## src/mesc_pkg.sv

```systemverilog
`default_nettype none
package mesc_pkg;
   // Counter slots in the register map, one word each
   localparam int NUM_CNT = 9;
   localparam int IDX_TX_UNDERRUN = 0;
   localparam int IDX_CARRIER_ERR = 1;
   localparam int IDX_RX_RESOURCE = 2;
   localparam int IDX_RX_OVERRUN = 3;
   localparam int IDX_RX_SYMBOL = 4;
   localparam int IDX_EXCESS_LEN = 5;
   localparam int IDX_RX_JABBER = 6;
   localparam int IDX_UNDERSIZE = 7;
   localparam int IDX_SQE_TEST = 8;
   // Byte addresses
   localparam logic [7:0] OFF_TX_UNDERRUN_COUNT = 8'h00;
   localparam logic [7:0] OFF_CARRIER_SENSE_ERROR_COUNT = 8'h04;
   localparam logic [7:0] OFF_RX_RESOURCE_ERROR_COUNT = 8'h08;
   localparam logic [7:0] OFF_RX_OVERRUN_COUNT = 8'h0c;
   localparam logic [7:0] OFF_RX_SYMBOL_ERROR_COUNT = 8'h10;
   localparam logic [7:0] OFF_EXCESS_LENGTH_COUNT = 8'h14;
   localparam logic [7:0] OFF_RX_JABBER_COUNT = 8'h18;
   localparam logic [7:0] OFF_UNDERSIZE_FRAME_COUNT = 8'h1c;
   localparam logic [7:0] OFF_SQE_TEST_ERROR_COUNT = 8'h20;
   localparam logic [7:0] OFF_CONFIG = 8'h24;
   localparam logic [7:0] OFF_INT_STATUS = 8'h28;
   localparam logic [7:0] OFF_INT_MASK = 8'h2c;
   // Counter widths
   localparam int CNT_W_MAX = 16;
   localparam int CNT_W_NARROW = 8;
   localparam int CNT_W_RESOURCE = 16;
   // Config register fields
   localparam int CFG_FULL_DUPLEX_BIT = 0;
   localparam int CFG_SPEED_100_BIT = 1;
   localparam int CFG_BIG_FRAMES_BIT = 8;
   localparam logic [31:0] CFG_RESET = 32'h0000_0000;
   localparam logic [31:0] CFG_WR_MASK = 32'h0000_0103;
   localparam logic [15:0] CNT_RESET = 16'h0000;
   localparam logic [8:0] INT_RESET = 9'h000;
   // Frame length limits in bytes
   localparam int LEN_W = 14;
   localparam logic [LEN_W-1:0] LEN_MIN = 14'd64;
   localparam logic [LEN_W-1:0] LEN_MAX_STD = 14'd1518;
   localparam logic [LEN_W-1:0] LEN_MAX_BIG = 14'd1536;
   // SQE window timing
   localparam int CLK_PERIOD_NS = 10;
   localparam int SQE_BIT_TIMES = 96;
   localparam int BIT_TIME_100_NS = 10;
   localparam int BIT_TIME_10_NS = 100;
   localparam int SQE_WIN_100_NS = SQE_BIT_TIMES * BIT_TIME_100_NS;
   localparam int SQE_WIN_10_NS = SQE_BIT_TIMES * BIT_TIME_10_NS;
   localparam int SQE_CYC_100 = SQE_WIN_100_NS / CLK_PERIOD_NS;
   localparam int SQE_CYC_10 = SQE_WIN_10_NS / CLK_PERIOD_NS;
   localparam int SQE_CNT_W = 10;

   // MII signals watched by the counters
   typedef struct packed {
      logic tx_en;
      logic crs;
      logic col;
      logic rx_dv;
      logic rx_er;
   } mesc_mii_t;

   // End of a transmitted frame
   typedef struct packed {
      logic frame_end;
      logic underrun;
   } mesc_tx_stat_t;

   // End of a received frame
   typedef struct packed {
      logic frame_end;
      logic addr_match;
      logic no_buffer;
      logic overrun;
      logic crc_err;
      logic align_err;
      logic [LEN_W-1:0] length;
   } mesc_rx_stat_t;

   // SQE window tracker states
   typedef enum logic [2:0] {
      SQE_IDLE = 3'b001,
      SQE_TX = 3'b010,
      SQE_WAIT = 3'b100
   } mesc_sqe_state_t;
endpackage : mesc_pkg
`default_nettype wire

```

## src/mesc_top.sv

```systemverilog
// The implementer's own choices: the register offsets and the APB register port.
`default_nettype none
module mesc_top (
   input wire logic clk_in,
   input wire logic rst_n_in,
   // APB slave
   input wire logic psel_in,
   input wire logic penable_in,
   input wire logic pwrite_in,
   input wire logic [7:0] paddr_in,
   input wire logic [31:0] pwdata_in,
   output logic [31:0] prdata_out,
   output logic pready_out,
   output logic pslverr_out,
   // Frame and MII inputs
   input wire mesc_pkg::mesc_mii_t mii_in,
   input wire mesc_pkg::mesc_tx_stat_t tx_stat_in,
   input wire mesc_pkg::mesc_rx_stat_t rx_stat_in,
   // Requests to the FCS and alignment counters elsewhere
   output logic fcs_err_inc_out,
   output logic align_err_inc_out,
   // Interrupt
   output logic irq_out
);
   import mesc_pkg::*;

   // Width mask of a counter slot
   function automatic logic [15:0] cnt_mask(input int idx);
      // Resource counter is the only wide one
      if (idx == IDX_RX_RESOURCE) begin
         cnt_mask = 16'hffff;
      end else begin
         cnt_mask = 16'h00ff;
      end
   endfunction : cnt_mask

   // Reset synchroniser
   logic rst_meta_r;
   logic rst_n_r;
   // Configuration, interrupt status and mask
   logic [31:0] cfg_r;
   logic [8:0] int_stat_r;
   logic [8:0] int_mask_r;
   // Counter store
   logic [15:0] cnt_r [NUM_CNT];
   // One-cycle increment requests
   logic [8:0] inc;
   // Bus decode
   logic apb_access;
   logic apb_wr;
   logic apb_rd;
   logic [3:0] word_idx;
   logic addr_hit;
   // Mode bits
   logic half_duplex;
   logic [LEN_W-1:0] len_max;
   // Transmit tracking flags
   logic tx_en_d_r;
   logic crs_seen_r;
   logic crs_drop_r;
   logic col_seen_r;
   logic tx_urun_r;
   logic crs_seen_now;
   logic crs_drop_now;
   logic col_seen_now;
   logic carrier_err_event;
   logic underrun_event;
   // SQE window
   mesc_sqe_state_t sqe_state_r;
   logic [SQE_CNT_W-1:0] sqe_cnt_r;
   logic [SQE_CNT_W-1:0] sqe_limit;
   logic sqe_event;
   // Receive tracking
   logic sym_r;
   logic sym_now;
   logic rx_long;
   logic rx_short;
   logic rx_bad;
   logic rx_valid_len;
   logic fcs_inc_nxt;
   logic align_inc_nxt;

   // Two-stage reset release
   always_ff @(posedge clk_in or negedge rst_n_in) begin
      if (!rst_n_in) begin
         rst_meta_r <= 1'b0;
         rst_n_r <= 1'b0;
      end else begin
         rst_meta_r <= 1'b1;
         rst_n_r <= rst_meta_r;
      end
   end

   // Zero-wait APB decode
   assign apb_access = psel_in && penable_in;
   assign apb_wr = apb_access && pwrite_in;
   assign apb_rd = apb_access && !pwrite_in;
   // Word index of the slot being accessed
   assign word_idx = paddr_in[5:2];
   // Aligned words up to the mask register are mapped
   assign addr_hit = (paddr_in[1:0] == 2'b00) && (paddr_in <= OFF_INT_MASK);
   // Every access completes without wait states
   assign pready_out = 1'b1;
   // Unmapped or misaligned access is refused
   assign pslverr_out = apb_access && !addr_hit;

   // Mode bits from config
   assign half_duplex = !cfg_r[CFG_FULL_DUPLEX_BIT];
   assign len_max = cfg_r[CFG_BIG_FRAMES_BIT] ? LEN_MAX_BIG : LEN_MAX_STD;
   // Window length in clocks for the line rate
   assign sqe_limit = cfg_r[CFG_SPEED_100_BIT] ? SQE_CNT_W'(SQE_CYC_100)
                                               : SQE_CNT_W'(SQE_CYC_10);

   // Config register
   always_ff @(posedge clk_in or negedge rst_n_r) begin
      if (!rst_n_r) begin
         cfg_r <= CFG_RESET;
      end else if (apb_wr && addr_hit && paddr_in == OFF_CONFIG) begin
         // Only the defined bits take a write
         cfg_r <= pwdata_in & CFG_WR_MASK;
      end
   end

   // Carrier and collision state including this cycle
   // Carrier seen at any point of this frame
   assign crs_seen_now = crs_seen_r || (mii_in.tx_en && mii_in.crs);
   // Carrier lost after it had been seen
   assign crs_drop_now = crs_drop_r || (mii_in.tx_en && crs_seen_r && !mii_in.crs);
   // Collision during the frame itself, not the heartbeat
   assign col_seen_now = col_seen_r || (mii_in.tx_en && mii_in.col);

   // Per-frame transmit flags, cleared when tx_en rises
   always_ff @(posedge clk_in or negedge rst_n_r) begin
      if (!rst_n_r) begin
         tx_en_d_r <= 1'b0;
         crs_seen_r <= 1'b0;
         crs_drop_r <= 1'b0;
         col_seen_r <= 1'b0;
         tx_urun_r <= 1'b0;
      end else begin
         // Edge history for frame start
         tx_en_d_r <= mii_in.tx_en;
         if (mii_in.tx_en && !tx_en_d_r) begin
            // New frame starts
            crs_seen_r <= mii_in.crs;
            crs_drop_r <= 1'b0;
            col_seen_r <= mii_in.col;
            tx_urun_r <= 1'b0;
         end else begin
            crs_seen_r <= crs_seen_now;
            crs_drop_r <= crs_drop_now;
            col_seen_r <= col_seen_now;
            // Remember an underrun until the next frame
            if (tx_stat_in.frame_end && tx_stat_in.underrun) begin
               tx_urun_r <= 1'b1;
            end
         end
      end
   end

   // Underrun frame event
   // Status is valid only with the end-of-frame pulse
   assign underrun_event = tx_stat_in.frame_end && tx_stat_in.underrun;

   // Carrier never seen or lost, no collision
   // Suppressed by underrun
   // Flags still describe the frame after tx_en drops
   assign carrier_err_event = tx_stat_in.frame_end && !tx_stat_in.underrun && half_duplex
                              && !col_seen_now && (!crs_seen_now || crs_drop_now);

   // SQE window tracker
   always_ff @(posedge clk_in or negedge rst_n_r) begin
      if (!rst_n_r) begin
         sqe_state_r <= SQE_IDLE;
         sqe_cnt_r <= '0;
      end else begin
         unique case (sqe_state_r)
            SQE_IDLE: begin
               // Wait for a transmit
               if (mii_in.tx_en) begin
                  sqe_state_r <= SQE_TX;
               end
            end
            SQE_TX: begin
               // Open the window when tx_en drops in half duplex
               if (!mii_in.tx_en) begin
                  // Count restarts for each window
                  sqe_cnt_r <= '0;
                  sqe_state_r <= half_duplex ? SQE_WAIT : SQE_IDLE;
               end
            end
            SQE_WAIT: begin
               // Leave on col, timeout or a new frame
               if (mii_in.col || sqe_event) begin
                  sqe_state_r <= mii_in.tx_en ? SQE_TX : SQE_IDLE;
               end else if (mii_in.tx_en) begin
                  // A new frame aborts the window uncounted
                  sqe_state_r <= SQE_TX;
               end else begin
                  // Quiet cycle, advance the window
                  sqe_cnt_r <= sqe_cnt_r + SQE_CNT_W'(1);
               end
            end
            default: begin
               // Recover from an illegal code
               sqe_state_r <= SQE_IDLE;
            end
         endcase
      end
   end

   // Not for an underrun frame
   // Fires in the last window cycle, one below the limit
   assign sqe_event = (sqe_state_r == SQE_WAIT) && !mii_in.col && !tx_urun_r
                      && !underrun_event && (sqe_cnt_r == sqe_limit - SQE_CNT_W'(1));

   assign sym_now = sym_r || (mii_in.rx_dv && mii_in.rx_er);

   // Symbol error accumulator, cleared at frame end
   always_ff @(posedge clk_in or negedge rst_n_r) begin
      if (!rst_n_r) begin
         sym_r <= 1'b0;
      end else if (rx_stat_in.frame_end) begin
         // Next frame starts clean
         sym_r <= 1'b0;
      end else begin
         sym_r <= sym_now;
      end
   end

   // Length classes
   // Longer than the selected maximum
   assign rx_long = rx_stat_in.length > len_max;
   // Shorter than the minimum frame
   assign rx_short = rx_stat_in.length < LEN_MIN;
   // Inside the valid range, both ends included
   assign rx_valid_len = !rx_long && !rx_short;
   // Any of CRC, alignment or symbol error
   assign rx_bad = rx_stat_in.crc_err || rx_stat_in.align_err || sym_now;

   // Increment requests
   always_comb begin
      inc = '0;
      // Transmit underrun
      inc[IDX_TX_UNDERRUN] = underrun_event;
      // Carrier error feeds one counter only
      inc[IDX_CARRIER_ERR] = carrier_err_event;
      // Missing heartbeat
      inc[IDX_SQE_TEST] = sqe_event;
      // Receive counters only at frame end
      if (rx_stat_in.frame_end) begin
         inc[IDX_RX_RESOURCE] = rx_stat_in.addr_match && rx_stat_in.no_buffer;
         inc[IDX_RX_OVERRUN] = rx_stat_in.addr_match && rx_stat_in.overrun;
         inc[IDX_RX_SYMBOL] = sym_now;
         inc[IDX_EXCESS_LEN] = rx_long && !rx_bad;
         inc[IDX_RX_JABBER] = rx_long && rx_bad;
         inc[IDX_UNDERSIZE] = rx_short && !rx_bad;
      end
   end

   // Valid-length symbol error routed by alignment
   assign fcs_inc_nxt = rx_stat_in.frame_end && rx_valid_len && sym_now
                        && !rx_stat_in.align_err && !rx_stat_in.crc_err;
   // Alignment route takes any such frame with a partial byte
   assign align_inc_nxt = rx_stat_in.frame_end && rx_valid_len && sym_now
                          && rx_stat_in.align_err;

   // Registered requests to the neighbouring counters
   always_ff @(posedge clk_in or negedge rst_n_r) begin
      if (!rst_n_r) begin
         fcs_err_inc_out <= 1'b0;
         align_err_inc_out <= 1'b0;
      end else begin
         fcs_err_inc_out <= fcs_inc_nxt;
         align_err_inc_out <= align_inc_nxt;
      end
   end

   // Counters: a bus write loads, otherwise count and wrap
   always_ff @(posedge clk_in or negedge rst_n_r) begin
      if (!rst_n_r) begin
         for (int i = 0; i < NUM_CNT; i++) begin
            cnt_r[i] <= CNT_RESET;
         end
      end else begin
         for (int i = 0; i < NUM_CNT; i++) begin
            if (apb_wr && addr_hit && word_idx == 4'(i)) begin
               cnt_r[i] <= pwdata_in[15:0] & cnt_mask(i);
            end else if (inc[i]) begin
               // Wraps at the counter's own width
               cnt_r[i] <= (cnt_r[i] + 16'h0001) & cnt_mask(i);
            end
         end
      end
   end

   // Sticky status: set wins over read-clear
   always_ff @(posedge clk_in or negedge rst_n_r) begin
      if (!rst_n_r) begin
         int_stat_r <= INT_RESET;
      end else if (apb_rd && addr_hit && paddr_in == OFF_INT_STATUS) begin
         // Read clears, but events of this cycle stay set
         int_stat_r <= inc;
      end else begin
         // Accumulate events
         int_stat_r <= int_stat_r | inc;
      end
   end

   // Interrupt mask
   always_ff @(posedge clk_in or negedge rst_n_r) begin
      if (!rst_n_r) begin
         int_mask_r <= INT_RESET;
      end else if (apb_wr && addr_hit && paddr_in == OFF_INT_MASK) begin
         int_mask_r <= pwdata_in[8:0];
      end
   end

   // Level interrupt from a flop
   always_ff @(posedge clk_in or negedge rst_n_r) begin
      if (!rst_n_r) begin
         irq_out <= 1'b0;
      end else begin
         // High while any unmasked status bit is set
         irq_out <= |(int_stat_r & int_mask_r);
      end
   end

   // Read mux, unused upper bits zero
   always_comb begin
      prdata_out = 32'h0000_0000;
      if (apb_rd && addr_hit) begin
         if (word_idx < 4'(NUM_CNT)) begin
            prdata_out = {16'h0000, cnt_r[word_idx]};
         end else if (paddr_in == OFF_CONFIG) begin
            // Configuration word
            prdata_out = cfg_r;
         end else if (paddr_in == OFF_INT_STATUS) begin
            // Sticky event bits
            prdata_out = {23'h000000, int_stat_r};
         end else begin
            // Only the mask register is left
            prdata_out = {23'h000000, int_mask_r};
         end
      end
   end
endmodule : mesc_top
`default_nettype wire

```

## config.mk

```make
export PLATFORM = sky130hd
export DESIGN_NAME = mesc_top
export DESIGN_NICKNAME = d
export VERILOG_FILES = /design/src/mesc_pkg.sv /design/src/mesc_top.sv
export SDC_FILE = /design/constraint.sdc
export NUM_CORES = 1
export LEC_CHECK = 0
export BUFFER_PORTS_ARGS = -buffer_cell sky130_fd_sc_hd__buf_2
export CORE_MARGIN = 2
export CORE_UTILIZATION = 49
export DETAILED_ROUTE_END_ITERATION = 10
export GPL_ROUTABILITY_DRIVEN = 0
export PLACE_DENSITY = 0.7
export SLEW_MARGIN = 20
export SYNTH_ARGS = -nofsm -noshare
export SYNTH_HDL_FRONTEND = slang
export SYNTH_SLANG_ARGS = --single-unit
export TNS_END_PERCENT = 5
```

## constraint.sdc

```tcl
create_clock -name clk_in -period 9.5 [get_ports clk_in]
set_input_delay 1.425 -clock clk_in [delete_from_list [all_inputs] [get_ports clk_in]]
set_output_delay 1.425 -clock clk_in [all_outputs]
set_load 0.01 [all_outputs]
```

After elaboration in Yosys (flattened, before gate mapping)
Index checks and enable logic that the tools add are counted.
- register bits: 189
- bits in latches: 0
- RAM bits: 0
- ROM bits: 0
- bits of input ports: 72
- word-level logic and storage cells: 236
- memories: 0
- add/sub/neg operators: 11
- multiply operators: 0
- div/mod/pow operators: 0
- magnitude comparators: 5
- equality and inequality tests: 18
- shift operators: 0
- mux-type cells: 72
- bitwise gates (word level): 21
- reduce and logical (&&, ||, !) cells: 84
- operators by type and width (cell ; count):
    2-to-1 mux 16 bit ; 49
    AND 16 bit ; 18
    adder 16 x 1 -> 16 bit, second input constant ; 9
    binary-select mux 16 bit (select 4 bit) ; 1
    2-to-1 mux 10 bit ; 5
    logical AND 1 bit ; 45
    2-to-1 mux 9 bit ; 3
    equality test 8 x 6 -> 1 bit, second input constant ; 3
    nonzero test 2 bit ; 11
    one-hot mux 10 bit (2 select lines) ; 1
    equality test 4 x 3 -> 1 bit, second input constant ; 4
    zero test 1 bit ; 16
    greater-than comparator 14 x 11 -> 1 bit ; 1
    less-than comparator 14 x 7 -> 1 bit, second input constant ; 1
    2-to-1 mux 3 bit ; 4
    adder 10 x 1 -> 10 bit, second input constant ; 1
    equality test 10 bit ; 1
    subtractor 10 x 1 -> 10 bit, second input constant ; 1
    AND 9 bit ; 1
    OR 9 bit ; 1
    one-hot mux 3 bit (3 select lines) ; 1
    OR reduction 9 bit ; 1
    equality test 4 x 2 -> 1 bit, second input constant ; 2
    <= comparator 8 x 6 -> 1 bit, second input constant ; 1
    16 further kinds ; 30

Longest topological paths before layout
- depth after elaboration: 11
- depth in mapped cells: 9
- mapped depth without buffers: 8

Least setup slack after synthesis
OpenSTA, ideal clock, no wires.
- path kind: input to output
- start: input port paddr_in[3]
- end: output port prdata_out[4]
- arrival: 3003 ps
- path slack: 5072 ps
- cell stages on the path: 8
- path buffers: 3
- path through: clkbuf_1 clkbuf_1 buf_2 mux4_2 mux2i_1 nor2_1 a21oi_1 o22ai_1
- cells in the longest elaborated chain, start to end: 6
- elaborated cells on any way between the ends: 14
- RTL lines (what ; RTL line ; source):
    start, declared ; mesc_top.sv:10 ; input wire logic [7:0] paddr_in,
    inverter 4 -> 5 bit (implied by the code) ; mesc_top.sv:334 ; prdata_out = {16'h0000, cnt_r[word_idx]};
    binary-select mux 16 bit (select 4 bit) ; mesc_top.sv:334 ;
    2-to-1 mux 16 bit (implied by the code) (2 in a row) ; mesc_top.sv:334 ;
    2-to-1 mux 16 bit ; mesc_top.sv:333 ; if (word_idx < 4'(NUM_CNT)) begin
    2-to-1 mux 16 bit * ; mesc_top.sv:332 ; if (apb_rd && addr_hit) begin
    end, declared ; mesc_top.sv:12 ; output logic [31:0] prdata_out,
Mark *: on every way between the ends. The rest lies on a longest branch, timed or not. The select of a mux whose other input is x is not followed.

Worst setup path after layout
- start: input port paddr_in[1]
- end: output port prdata_out[7]
- cells in the longest elaborated chain, start to end: 5
- elaborated cells on any way between the ends: 10
- RTL lines (what ; RTL line):
    branches (longest 4 deep; another with <= comparator 8 x 6 -> 1 bit) ; n/a
    2-to-1 mux 16 bit * ; mesc_top.sv:332
Mark *: on every way between the ends.

==> metrics.yaml <==
maxSlewViolCount: 0
critical_path.most_common_cell: "sky130_fd_sc_hd__buf_2"
tritoncts: "done"
grt_start_max_net_pins: 81
synth_area_sq_mm: 0.00754
rsz0062_at_grt: "no"
synth_seq_cells: 125
boundary_pins: 109
total_non_filler_cell_area_in_the_finished_layout_sq_mm: 0.00858
postCtsSetupRepairBufs: 0
ctsHtreeMaxLevel: 4
place_ws_ns: 4.58
die_x_um: 128
worst-slew-pin-transition_ns: 0.944
grt_pass1_vias: 5646
synth.top_cells.by_area: "sky130_fd_sc_hd__dfrtp_1, sky130_fd_sc_hd__xnor2_1, sky130_fd_sc_hd__mux4_2"
leakage_uw: 0.00369
netlist.top_cell.by_area: "sky130_fd_sc_hd__dfrtp_1"
initial_utilization_pct: 49.8
number_of_violations_of_the_max_capacitance_limit: 0
cts_sinks: 125
syn_to_final_growth_pct: 13.8
die_height_um: 128
largest_voltage_drop_on_the_vdd_net_mv: 0.130
detail_route.drc_violations: 0
max_clock_freq_ghz: 0.202
grtUsageTotal_pct: 23.8
design.final.nets: 937
syn_inst: 789
synth_enable_flop_cells: 0
drt_first_pass_iters: 5
cells_resized_by_post_cts_repair: 0
timing.critical_path.cells: "buf_2, nor4_2, nand2_1, nor3_1, nand3_1, o22ai_1, buf_2"
setup_ws_ns: 4.56
detail_route.wl_per_cell_um: 17.7
fraction_of_final_layout_cells_sized_beyond_drive_strength_1_pct: 18.0
worstSetupStartpointType: "input pin"
critical_path_peak_fanout: 6
placedCellCount: 1016
finalPower_uw: 1710
die_area_sq_mm: 0.0164
post_synthesis_sequential_area_ratio_pct: 41.5
nFillCells: 1327
viasPerCell: 5.79
cp_slowest_stage_delay_ns: 0.60
timing.final.setup_violations: 0
io_buffer_count: 75
worst_ep_arrival_ns: 3.52
final_cells: 1047
cts-buffers-inserted: 17
rows: 45
yosys_warnings: 0
criticalPathCategory: "in2out"
overflow: 0
hold_buffers: 0
post_dp_cell_area_sq_mm: 0.00797
synth_flop_cell: "sky130_fd_sc_hd__dfrtp_1"
power_dens_cells_mw_per_mm2: 199
synth-async-reset-ratio_pct: 100
clk_latency_ns: 0.42
yosysTopAreaCellShare_pct: 41.1
max-clock-path-buffers: 2
dr_total_vias: 6059
hold_path.class: "reg2reg"
setup_total_negative_slack_ns: 0
critPathSlowestCell: "sky130_fd_sc_hd__nor3_1"
min_period_over_period_pct: 52.0
drt_first_iter_violations: 414
ys_types: 61
layout.cells.most_common_list: "sky130_fd_sc_hd__dfrtp_1, sky130_fd_sc_hd__nor2_1, sky130_fd_sc_hd__buf_2"
core-area_sq_mm: 0.0151
run_status: "finished, final reports clean"
synth.avg_cell_area_sq_um: 9.56
critPathBufInv: 2
drt_wl_total_mm: 18.5
grt_first_pass_wirelength_mm: 30.1
mostFrequentLayoutCell: "sky130_fd_sc_hd__dfrtp_1"
clock-root-buffer: "sky130_fd_sc_hd__clkbuf_16"
max_slew_margin_pct: 37.1
worstPathRequired_ns: 8.08
timing.critical_path.to_type: "output port"
diodes: 0
finalCriticalPeriod_ns: 4.94
antenna_violating_nets_post_route: 0
antenna_violations_before_repair: 0
clkTransAtPathRegs_ns: 0.06
hold_viol_final: 0
dp_hpwl_mm: 13.1
timing.critical_path.max_delay_family: "simple AND/OR/NAND/NOR gates"
fin_skew_ns: 0.00750
-- synthesized netlist by cell type (17+ instances only) --
cell	number
sky130_fd_sc_hd__nand4_1	24
sky130_fd_sc_hd__nand2_1	70
sky130_fd_sc_hd__xor2_1	36
sky130_fd_sc_hd__nor2_1	86
sky130_fd_sc_hd__xnor2_1	43
sky130_fd_sc_hd__dfrtp_1	124
sky130_fd_sc_hd__buf_4	17
sky130_fd_sc_hd__nand3_1	28
sky130_fd_sc_hd__clkbuf_1	29
sky130_fd_sc_hd__a21oi_1	61
sky130_fd_sc_hd__ha_1	18
sky130_fd_sc_hd__o21ai_0	31
sky130_fd_sc_hd__mux2i_1	26
-- registers in the layout (all words and copies together), names as in the netlist --
name and count:
col_seen_r 1, tx_en_d_r 1, int_mask_r 9, int_stat_r 9, sqe_state_r 3, fcs_err_inc_out 1, crs_drop_r 1, rst_meta_r 1
cnt_r 80, sqe_cnt_r 10, rst_n_r 1, cfg_r 3, tx_urun_r 1, align_err_inc_out 1, crs_seen_r 1, sym_r 1
irq_out 1
-- cell type report --
cell class              count  area [sq um]  share of cell area [%]
clock inverters            10           139                    1.62
repair buffers             80           417                    4.85
clock buffers              21           470                    5.48
multi-input cells         614          4150                    48.4
flip-flops and latches    125          3130                    36.5
well taps                 188           235                    2.74
inverters                   9          33.8                   0.394
-- per-layer routing --
metal	vias up	track usage, %	wire [um]
met4	0	7.95	333
met5	-	0	0
met2	166	37.1	8570
met3	24	3.80	1040
li1	2892	-	-
met1	2977	34.0	8550
-- worst paths after layout --
path                             start       endpoint  slack [ns]  depth (start not counted)
setup / recovery           paddr_in[1]  prdata_out[7]        4.56                          7
hold / removal              rst_meta_r        rst_n_r        0.35                          0
setup reg to reg              cfg_r[8]      cnt_r[33]        6.66                          8
hold reg to reg             rst_meta_r        rst_n_r        0.35                          0
max in group asynchronous      rst_n_r      cnt_r[50]        7.96                          2
min in group asynchronous      rst_n_r     cnt_r[107]        0.45                          1
-- metrics by stage --
stage | utilization [%] | hold slack, ns
CTS | 56.6 | 0.357
detailed placement | 52.6 | 0.344
global placement | 52.6 | 0.337
global route | 56.7 | 0.362
finish | 56.7 | 0.352
floorplan | - | 0.331
-- where the power goes --
group          total (uW)  switching (uW)  leakage, uW  internal, uW
Sequential            741             121      0.00161           621
Clock                 665             234     0.000287           431
Combinational         306             148      0.00179           159
-- cells by family (layout without fill, tap and decap cells) --
family	after synthesis	after routing	share of synthesized area [%]
adders and majority gates	18	18	2.99
and+or+nand+nor	301	301	19.9
other	2	18	0.0996
xor gates and xnor gates	79	79	9.17
muxes	58	58	10.6
DFF	125	125	41.5
AOI/OAI and AO/OA	140	140	11.5
buffers and inverters	66	120	4.25
Note: power is estimated with default switching activity, not from simulation.
